File: config.mk
export PLATFORM = sky130hd
export DESIGN_NAME = timer_compare_irq_regs
export DESIGN_NICKNAME = d
export VERILOG_FILES = /design/src/timer_irq_pkg.sv /design/src/timer_compare_irq_regs.sv
export SDC_FILE = /design/constraint.sdc
export NUM_CORES = 1
export LEC_CHECK = 0
export BUFFER_PORTS_ARGS = -buffer_cell sky130_fd_sc_hd__buf_2
export CORE_UTILIZATION = 50
export CTS_BUF_LIST = sky130_fd_sc_hd__clkbuf_2
export DETAILED_ROUTE_END_ITERATION = 8
export GPL_TIMING_DRIVEN = 0
export PLACE_DENSITY = 0.69
export SKIP_LAST_GASP = 1
export SLEW_MARGIN = 0
export SYNTH_ARGS = -nofsm -noshare
export SYNTH_HDL_FRONTEND = slang
export SYNTH_SLANG_ARGS = --single-unit
File: constraint.sdc
create_clock -name i_clk -period 4.4 [get_ports i_clk]
set_input_delay 0.44 -clock i_clk [delete_from_list [all_inputs] [get_ports i_clk]]
set_output_delay 0.44 -clock i_clk [all_outputs]
set_load 0.02 [all_outputs]
File: src/timer_irq_pkg.sv
package timer_irq_pkg;

    localparam int          COUNT_WIDTH_DEFAULT = 16;

    localparam logic [7:0]  ADDR_FLAGS    = 8'h39;
    localparam logic [7:0]  ADDR_MASK     = 8'h72;
    localparam logic [7:0]  ADDR_CNT_LO   = 8'hA4;
    localparam logic [7:0]  ADDR_CNT_HI   = 8'hA5;
    localparam logic [7:0]  ADDR_CAP_LO   = 8'hA6;
    localparam logic [7:0]  ADDR_CAP_HI   = 8'hA7;
    localparam logic [7:0]  ADDR_CMP_A_LO = 8'hA8;
    localparam logic [7:0]  ADDR_CMP_A_HI = 8'hA9;
    localparam logic [7:0]  ADDR_CMP_B_LO = 8'hAA;
    localparam logic [7:0]  ADDR_CMP_B_HI = 8'hAB;
    localparam logic [7:0]  ADDR_CMP_C_LO = 8'hAC;
    localparam logic [7:0]  ADDR_CMP_C_HI = 8'hAD;

    localparam int          BIT_OVERFLOW = 0;
    localparam int          BIT_MATCH_A  = 1;
    localparam int          BIT_MATCH_B  = 2;
    localparam int          BIT_MATCH_C  = 3;
    localparam int          BIT_CAPTURE  = 5;

    localparam logic [7:0]  IRQ_BITS_MASK = 8'h2F;
    localparam logic [7:0]  RESET_BYTE    = 8'h00;
    localparam logic [15:0] RESET_WORD    = 16'h0000;
    localparam logic [15:0] COUNTER_MAX   = 16'hFFFF;

    localparam logic [3:0]  MODE_NORMAL   = 4'h0;
    localparam logic [3:0]  MODE_CLEAR_A  = 4'h4;
    localparam logic [3:0]  MODE_CLEAR_B  = 4'hC;

    typedef struct packed {
        logic       wr;
        logic       rd;
        logic [7:0] addr;
        logic [7:0] data;
    } bus_req_type;

endpackage

File: src/timer_compare_irq_regs.sv
`timescale 1ns/1ps
module timer_compare_irq_regs #(
    parameter int COUNT_WIDTH = timer_irq_pkg::COUNT_WIDTH_DEFAULT
) (
    input  wire logic                       i_clk,
    input  wire logic                       i_rst,
    input  wire timer_irq_pkg::bus_req_type i_bus,
    input  wire logic                       i_timer_tick,
    input  wire logic [COUNT_WIDTH-1:0]     i_counter_value,
    input  wire logic [3:0]                 i_waveform_mode_select,
    input  wire logic                       i_pwm_overflow,
    input  wire logic [2:0]                 i_force_match,
    input  wire logic                       i_global_irq_enable,
    input  wire logic [3:0]                 i_vector_ack,
    output logic      [7:0]                 o_rd_data,
    output logic      [3:0]                 o_irq_request,
    output logic      [2:0]                 o_match_event
);
    import timer_irq_pkg::*;

    if (COUNT_WIDTH != 16) begin : g_width_check
        $error("COUNT_WIDTH must be 16: the register pairs are two bytes");
    end

    localparam logic [7:0] CMP_LO_ADDR [3] = '{ADDR_CMP_A_LO, ADDR_CMP_B_LO, ADDR_CMP_C_LO};

    function automatic logic hit_at(input bus_req_type b, input logic strobe,
                                    input logic [7:0] a);
        return strobe && (b.addr == a);
    endfunction

    logic [7:0]  temp_q;
    logic [7:0]  flags_q;
    logic [7:0]  flags_d;
    logic [7:0]  mask_q;
    logic [15:0] capture_q;
    logic [15:0] compare_q [3];
    logic        block_q;
    logic [7:0]  rd_q;
    logic [7:0]  rd_d;
    logic [3:0]  irq_q;
    logic [2:0]  event_q;
    logic [2:0]  match_hit;
    logic        overflow_hit;
    logic        non_pwm;
    logic        cnt_write;
    logic        hi_write;
    logic        cap_lo_read;
    logic [7:0]  set_vec;
    logic [7:0]  clr_vec;

    assign non_pwm = (i_waveform_mode_select == MODE_NORMAL)
                  || (i_waveform_mode_select == MODE_CLEAR_A)
                  || (i_waveform_mode_select == MODE_CLEAR_B);

    assign cnt_write = hit_at(i_bus, i_bus.wr, ADDR_CNT_LO)
                    || hit_at(i_bus, i_bus.wr, ADDR_CNT_HI);
    assign hi_write  = hit_at(i_bus, i_bus.wr, ADDR_CNT_HI)
                    || hit_at(i_bus, i_bus.wr, ADDR_CMP_A_HI)
                    || hit_at(i_bus, i_bus.wr, ADDR_CMP_B_HI)
                    || hit_at(i_bus, i_bus.wr, ADDR_CMP_C_HI);
    assign cap_lo_read = hit_at(i_bus, i_bus.rd, ADDR_CAP_LO);

    // One holding byte is shared by every 16-bit pair of the timer.
    always_ff @(posedge i_clk) begin
        if (i_rst) begin
            temp_q <= RESET_BYTE;
        end else if (hi_write) begin
            temp_q <= i_bus.data;
        end else if (cap_lo_read) begin
            temp_q <= capture_q[15:8];
        end
    end

    // With no capture input this pair only ever holds its reset value.
    always_ff @(posedge i_clk) begin
        if (i_rst) begin
            capture_q <= RESET_WORD;
        end else begin
            capture_q <= capture_q;
        end
    end

    // A counter write blocks matches until the next timer tick has passed.
    always_ff @(posedge i_clk) begin
        if (i_rst) begin
            block_q <= 1'b0;
        end else if (cnt_write) begin
            block_q <= 1'b1;
        end else if (i_timer_tick) begin
            block_q <= 1'b0;
        end
    end

    for (genvar ch = 0; ch < 3; ch++) begin : g_channel
        always_ff @(posedge i_clk) begin
            if (i_rst) begin
                compare_q[ch] <= RESET_WORD;
            end else if (hit_at(i_bus, i_bus.wr, CMP_LO_ADDR[ch])) begin
                compare_q[ch] <= {temp_q, i_bus.data};
            end
        end

        assign match_hit[ch] = i_timer_tick && !block_q
                            && (i_counter_value == compare_q[ch]);

        // Forced strobes act as compare events in the non-waveform modes only, but stay out of the flags.
        always_ff @(posedge i_clk) begin
            if (i_rst) begin
                event_q[ch] <= 1'b0;
            end else begin
                event_q[ch] <= match_hit[ch] || (i_force_match[ch] && non_pwm);
            end
        end
    end

    assign overflow_hit = i_timer_tick
                       && (non_pwm ? (i_counter_value == COUNTER_MAX) : i_pwm_overflow);

    always_comb begin
        set_vec = RESET_BYTE;
        set_vec[BIT_OVERFLOW] = overflow_hit;
        set_vec[BIT_MATCH_A] = match_hit[0];
        set_vec[BIT_MATCH_B] = match_hit[1];
        set_vec[BIT_MATCH_C] = match_hit[2];
        clr_vec = RESET_BYTE;
        if (hit_at(i_bus, i_bus.wr, ADDR_FLAGS)) begin
            clr_vec = i_bus.data & IRQ_BITS_MASK;
        end
        clr_vec[BIT_OVERFLOW] = clr_vec[BIT_OVERFLOW] || i_vector_ack[BIT_OVERFLOW];
        clr_vec[BIT_MATCH_A] = clr_vec[BIT_MATCH_A] || i_vector_ack[BIT_MATCH_A];
        clr_vec[BIT_MATCH_B] = clr_vec[BIT_MATCH_B] || i_vector_ack[BIT_MATCH_B];
        clr_vec[BIT_MATCH_C] = clr_vec[BIT_MATCH_C] || i_vector_ack[BIT_MATCH_C];
        // A new event in the clearing cycle wins over the clear.
        flags_d = ((flags_q & ~clr_vec) | set_vec) & IRQ_BITS_MASK;
    end

    always_ff @(posedge i_clk) begin
        if (i_rst) begin
            flags_q <= RESET_BYTE;
        end else begin
            flags_q <= flags_d;
        end
    end

    always_ff @(posedge i_clk) begin
        if (i_rst) begin
            mask_q <= RESET_BYTE;
        end else if (hit_at(i_bus, i_bus.wr, ADDR_MASK)) begin
            mask_q <= i_bus.data & IRQ_BITS_MASK;
        end
    end

    // The capture enable and flag are left out of the request gating.
    always_ff @(posedge i_clk) begin
        if (i_rst) begin
            irq_q <= 4'h0;
        end else begin
            irq_q <= mask_q[3:0] & flags_q[3:0] & {4{i_global_irq_enable}};
        end
    end

    always_comb begin
        case (i_bus.addr)
            ADDR_FLAGS:    rd_d = flags_q;
            ADDR_MASK:     rd_d = mask_q;
            ADDR_CAP_LO:   rd_d = capture_q[7:0];
            ADDR_CAP_HI:   rd_d = temp_q;
            ADDR_CMP_A_LO: rd_d = compare_q[0][7:0];
            ADDR_CMP_A_HI: rd_d = compare_q[0][15:8];
            ADDR_CMP_B_LO: rd_d = compare_q[1][7:0];
            ADDR_CMP_B_HI: rd_d = compare_q[1][15:8];
            ADDR_CMP_C_LO: rd_d = compare_q[2][7:0];
            ADDR_CMP_C_HI: rd_d = compare_q[2][15:8];
            default:       rd_d = RESET_BYTE;
        endcase
    end

    always_ff @(posedge i_clk) begin
        if (i_rst) begin
            rd_q <= RESET_BYTE;
        end else if (i_bus.rd) begin
            rd_q <= rd_d;
        end
    end

    assign o_rd_data     = rd_q;
    assign o_irq_request = irq_q;
    assign o_match_event = event_q;

    match_sets_a: assert property (@(posedge i_clk) disable iff (i_rst)
        (i_timer_tick && !block_q && i_counter_value == compare_q[0])
        |=> flags_q[BIT_MATCH_A])
        else $error("match on channel A did not set its flag");

    force_no_flag_a: assert property (@(posedge i_clk) disable iff (i_rst)
        (i_force_match[1] && !match_hit[1] && !flags_q[BIT_MATCH_B])
        |=> !flags_q[BIT_MATCH_B])
        else $error("forced compare set the channel B flag");

    match_irq_gate_a: assert property (@(posedge i_clk) disable iff (i_rst)
        o_irq_request[BIT_MATCH_C] |-> $past(mask_q[BIT_MATCH_C] && flags_q[BIT_MATCH_C]
                                            && i_global_irq_enable))
        else $error("channel C request without enable, global enable and flag");

    ovf_irq_gate_a: assert property (@(posedge i_clk) disable iff (i_rst)
        (mask_q[BIT_OVERFLOW] && flags_q[BIT_OVERFLOW] && i_global_irq_enable)
        |=> o_irq_request[BIT_OVERFLOW])
        else $error("overflow request missing while enabled and flagged");

    vector_clear_a: assert property (@(posedge i_clk) disable iff (i_rst)
        (i_vector_ack[BIT_MATCH_B] && !match_hit[1]) |=> !flags_q[BIT_MATCH_B])
        else $error("channel B flag survived its vector");

    write_zero_keeps_a: assert property (@(posedge i_clk) disable iff (i_rst)
        (i_bus.wr && i_bus.addr == ADDR_FLAGS && !i_bus.data[BIT_MATCH_A]
         && flags_q[BIT_MATCH_A] && !i_vector_ack[BIT_MATCH_A]) |=> flags_q[BIT_MATCH_A])
        else $error("writing zero cleared the channel A flag");

    write_one_clears_a: assert property (@(posedge i_clk) disable iff (i_rst)
        (i_bus.wr && i_bus.addr == ADDR_FLAGS && i_bus.data[BIT_MATCH_C] && !match_hit[2])
        |=> !flags_q[BIT_MATCH_C])
        else $error("writing one did not clear the channel C flag");

    reserved_zero_a: assert property (@(posedge i_clk) disable iff (i_rst)
        ((flags_q & ~IRQ_BITS_MASK) == RESET_BYTE) && ((mask_q & ~IRQ_BITS_MASK) == RESET_BYTE))
        else $error("reserved interrupt bit is set");

    capture_zero_a: assert property (@(posedge i_clk) disable iff (i_rst)
        capture_q == RESET_WORD)
        else $error("capture value changed");

    counter_block_a: assert property (@(posedge i_clk) disable iff (i_rst)
        cnt_write |=> (match_hit == 3'b000))
        else $error("match taken on the tick after a counter write");

    compare_commit_a: assert property (@(posedge i_clk) disable iff (i_rst)
        (i_bus.wr && i_bus.addr == ADDR_CMP_C_LO)
        |=> compare_q[2] == {$past(temp_q), $past(i_bus.data)})
        else $error("compare C low write did not commit both bytes");

    capture_read_a: assert property (@(posedge i_clk) disable iff (i_rst)
        (cap_lo_read && !hi_write) |=> temp_q == $past(capture_q[15:8]))
        else $error("capture low read did not latch the high byte");

    overflow_sets_a: assert property (@(posedge i_clk) disable iff (i_rst)
        (i_timer_tick && non_pwm && i_counter_value == COUNTER_MAX) |=> flags_q[BIT_OVERFLOW])
        else $error("overflow in a non-waveform mode did not set the flag");

    event_force_a: assert property (@(posedge i_clk) disable iff (i_rst)
        (i_force_match[0] && non_pwm) |=> o_match_event[0])
        else $error("forced compare on channel A gave no compare event");

    event_match_a: assert property (@(posedge i_clk) disable iff (i_rst)
        match_hit[1] |=> o_match_event[1])
        else $error("match on channel B gave no compare event");

    mask_write_a: assert property (@(posedge i_clk) disable iff (i_rst)
        (i_bus.wr && i_bus.addr == ADDR_MASK)
        |=> mask_q == ($past(i_bus.data) & IRQ_BITS_MASK))
        else $error("mask write did not store the implemented bits");

    no_global_irq_a: assert property (@(posedge i_clk) disable iff (i_rst)
        !i_global_irq_enable |=> (o_irq_request == 4'h0))
        else $error("interrupt requested while globally disabled");

    request_flag_a: assert property (@(posedge i_clk) disable iff (i_rst)
        o_irq_request[BIT_MATCH_A] |-> $past(flags_q[BIT_MATCH_A]))
        else $error("channel A request without its flag");

    block_release_a: assert property (@(posedge i_clk) disable iff (i_rst)
        (block_q && i_timer_tick && !cnt_write) |=> !block_q)
        else $error("match blocking outlived one timer tick");

    temp_write_a: assert property (@(posedge i_clk) disable iff (i_rst)
        hi_write |=> temp_q == $past(i_bus.data))
        else $error("high byte write did not load the holding byte");

    match_vector_a: assert property (@(posedge i_clk) disable iff (i_rst)
        (i_vector_ack[BIT_MATCH_A] && !match_hit[0]) |=> !flags_q[BIT_MATCH_A])
        else $error("channel A flag survived its vector");

    ovf_vector_clear_a: assert property (@(posedge i_clk) disable iff (i_rst)
        (i_vector_ack[BIT_OVERFLOW] && !overflow_hit) |=> !flags_q[BIT_OVERFLOW])
        else $error("overflow flag survived its vector");

    pwm_overflow_a: assert property (@(posedge i_clk) disable iff (i_rst)
        (i_timer_tick && !non_pwm && i_pwm_overflow) |=> flags_q[BIT_OVERFLOW])
        else $error("overflow in a waveform mode did not set the flag");

endmodule

# Word-level counts from Yosys, hierarchy flattened
# Memory sizes are Yosys's and may differ from the RTL's.
# Cells that the tools add are included.
# Widths: inputs -> output; s select.
[op_classes] eq_ne=18 mux=21 n_bitwise=8 n_reduce_logical=36
[ops] op="$eq 8x8->1 const B" count=10
[ops] op="$pmux 8 s9" count=1
[ops] op="$eq 16x16->1" count=3
[ops] op="$mux 16" count=3
[ops] op="$logic_and 1x1->1" count=19
[ops] op="$eq 16x16->1 const B" count=1
[ops] op="$mux 8" count=2
[ops] op="$mux 1" count=14
[ops] op="$logic_or 1x1->1" count=13
[ops] op="$and 4x4->4" count=2
[ops] op="$eq 8x6->1 const B" count=1
[ops] op="$eq 8x7->1 const B" count=1
[ops] op="$and 6x6->6" count=1
[ops] op="$mux 6" count=1
[ops] op="$not 6->6" count=1
[ops] op="$or 6x4->6" count=1
[ops] op="$eq 4x3->1 const B" count=1
[ops] op="$eq 4x4->1 const B" count=1
[ops] op="$logic_not 4->1" count=1
[ops] op="$reduce_bool 2->1" count=2
[ops] op="$or 1x1->1" count=3
[ops] op="$logic_not 1->1" count=1
[word_totals] regBits=34 mem_bits_rw=48 inputBits=50 output_inout_bits=15 word_cells=93 n_memories=1
[memory_table] memory="compare_q" words=3 word_bits=16 rd=3 rd_ports_with_merged_regs=0 wr=3 line="timer_compare_irq_regs.sv:37" text="logic [15:0] compare_q [3];"

# Depth between registers and ports, before layout
[logic_depth] depth_word=7 depth_mapped=7 ltp_nobuf=5

# Worst setup path before layout
# OpenSTA, ideal clock, no wires.
[synth_timing] path_kind="input-to-reg" startpoint="in i_bus[12] (netlist bit)" endpoint="mem compare_q[1][0] (enable)" setup_time_ps=411 t_arrival_ps=2238 required_ps=3989 slack_ps=1751 stages=4 path_buffers=1 cell_sequence="nor4bb_1 -> buf_4 -> nand3_2 -> o21ai_0"
[synth_lines] item="from (decl)" line="timer_compare_irq_regs.sv:7" text="input wire timer_irq_pkg::bus_req_type i_bus,"
[synth_lines] item="to (decl)" line="timer_compare_irq_regs.sv:37"

==> out/summary.txt <==
status = completed
Core Rows = 33
Leakage = 1.86 nW
most frequent CP cell = nand2_1
Die ar. = 8910 sq um
synth-to-layout area growth = 13.0%
Sum Neg Setup Slack = 0 ns
hold path cells = 3
slowest cell on the critical path = nand2_1
drt drc = 0
initial drt markers = 264
Rel. slew slack = 36.1%
R2R depth = 5
gr ovfl total = 0
Post-CTS Setup Bufs = 0
Setup-failing EPs final = 0
area share of the largest cell type after synthesis = 33.8%
ranking of synthesized cells by area = edfxtp_1 (34%), dfxtp_1 (16%), and2_1 (7.5%), xor2_1 (5.5%), xnor2_1 (4.3%)
Core ar. = 8220 sq um
RSZ-0062 raised after global routing = no
CP max FO = 16
worst r2r dst = flags_q[2]
vias in the first global route = 3,266
Yosys top cell by area = edfxtp_1
final WL = 13,100 um
most common cell in the netlist = and2_1
average wire per standard cell = 22.2 um
Yosys reg bits = 82
worst skew pair latency = 0.58 ns
crit path kind = in2reg
initial antenna violation count = 0
worst-margin pin slew = 0.958 ns
drt first pass iters = 5
DRT antenna net count = 0
worst-case clock buffer depth = 2
largest net degree at the start of global routing = 17
Worst Skew = 0.0403 ns
r2r setup slk = 2.60 ns
max cap viols = 0
vias per cell = 5.98
endpoint class of the critical path = flip-flop
global-route wire length before repair = 19,600 um
overall power = 1.39 mW
Routability Congestion = 0.908
async set or reset register ratio after synthesis = 0%
Detailed Place HPWL = 9730 um
Min Clock Period, post-route = 2.33 ns
H-tree Lvls = 3
chip height = 94.4 um
Root Buffer = clkbuf_2
Distinct cells, synth = 55
DR vias = 3,512
cells along the critical path = buf_2 -> nor2_1 -> nand2_1 -> or3_4 -> nand2_1
EDFF count, synth = 48
clock slew at reported path FFs = 0.27 ns
clock sinks = 82
Final Slew Violations = 0
peak supply drop = 0.144 mV
Post-synth top flop = edfxtp_1
Final Hold Viols = 0
Synth Cell Area = 4270 sq um
Pwr Density = 288 nW/um^2
startpoint type of the worst setup path = input pin
number of CTS-inserted buffers = 9
Starting Density = 51.9%
synth cell count leaders = and2_1 (51), edfxtp_1 (48), dfxtp_1 (34)
period utilization = 52.9%
Final #Nets = 527
Antenna Cells = 0
crit-path max cell delay = 0.68 ns
min setup slack post-route = 2.07 ns
post_cts resized = 0
Worst Hold Path EP = o_match_event[2]
r2r startpoint = compare_q[1][13]
Die X-Extent = 94.4 um
min-delay src = i_force_match[2]
hold buffers post-CTS = 0
Worst Path Arrival = 2.54 ns
port bufs = 62
CTS tree = yes
WP data required = 4.61 ns
fmax = 429 MHz
I/O pins = 65
share of cells above drive strength 1 = 22.8%
Post-Syn Instances = 403
sequential fraction of the synthesis area = 49.7%
pre-CTS setup slack = 1.53 ns
Post-Syn Area per Cell = 10.6 sq um
total global-route track usage = 31.3%
Syn Nets = 453
warnings from Yosys = 0
Worst Hold Class = in2reg
==> critical path: cells and delay by family <==
| family | cells | cell delay, ns |
|---|---|---|
| simple gates | 4 | 1.96 |
| buf+inv | 1 | 0.12 |
==> cell families after synthesis <==
logic type / after synthesis / share of synthesized area, %
simple gates: 165 / 22.1
flops: 82 / 49.7
compound gates: 65 / 10.3
xor+xnor: 48 / 9.85
buf+inv: 22 / 2.43
mux: 21 / 5.54
==> cell type report <==
cell class	count	area, sq um
fill	722	3390
sequential	82	2120
multi-input combinational	299	2050
timing repair buffer	63	322
tap	105	131
buffer	17	85.1
clock inverter	7	50.0
clock buffer	9	45.0
inverter	5	18.8
==> how the worst max path moves through the flow <==
| stage | from | slack (ns) | to |
|---|---|---|---|
| floorplan | i_bus[12] | 1.75 | compare_q[1][0] |
| finish | i_bus[9] | 2.07 | compare_q[2][7] |
| CTS | i_bus[9] | 2.13 | compare_q[2][7] |
| global route | i_bus[9] | 2.06 | compare_q[2][10] |
| detailed placement | i_bus[9] | 1.53 | compare_q[2][7] |
| global placement | i_bus[9] | 0.52 | compare_q[0][13] |
==> registers in the layout, summed over array words and instances, names as in the netlist <==
| name | flops |
|---|---|
| block_q | 1 |
| compare_q | 48 |
| flags_q | 5 |
| mask_q | 5 |
| o_irq_request | 4 |
| o_match_event | 3 |
| o_rd_data | 8 |
| temp_q | 8 |
==> layout by cell type, fill, tap and decap left out, drive strengths merged, types with 3 or more instances in the layout <==
master   n
edfxtp  48
o21ai   12
a22oi   20
a32oi    3
buf     75
and2    51
o22ai    6
xor2    27
clkbuf  14
and3     6
nor2    27
dfxtp   34
nand2b   3
a21oi    9
nand4   12
nor2b    3
inv     10
nor3     3
mux2i    9
a31oi    4
nand2   33
nor4     8
xnor2   21
mux2    11
nand3    7
==> metrics by stage <==
step / cells / area, sq um / utilization [%] / hold WS [ns]
after global routing: 587 / 4820 / 58.7 / 0.0136
after CTS: 587 / 4820 / 58.7 / 0.0271
final: 587 / 4820 / 58.7 / 0.0281
after global placement: 570 / 4710 / 57.3 / 0.430
after detailed placement: 571 / 4730 / 57.5 / 0.439
after floorplan: 403 / 4270 / - / 0.439
==> routing by layer <==
metal  routed length, um  share of wire [%]  vias up  global-route usage [%]
met1                5630                 43     1681                    43.2
met3                1140                8.7       27                    8.37
met5                   0                  0        -                       0
met4                 262                2.0        0                    9.74
met2                6020                 46      183                    47.9
li1                    -                  -     1621                       -
==> report_power, final <==
part | switching (mW) | internal [mW] | total, mW | leakage, nW
registers | 0.0182 | 0.832 | 0.851 | 0.749
logic | 0.102 | 0.0657 | 0.168 | 1.05
clock network | 0.292 | 0.0796 | 0.372 | 0.0640
No activity file was read; power rests on OpenSTA's default activity.
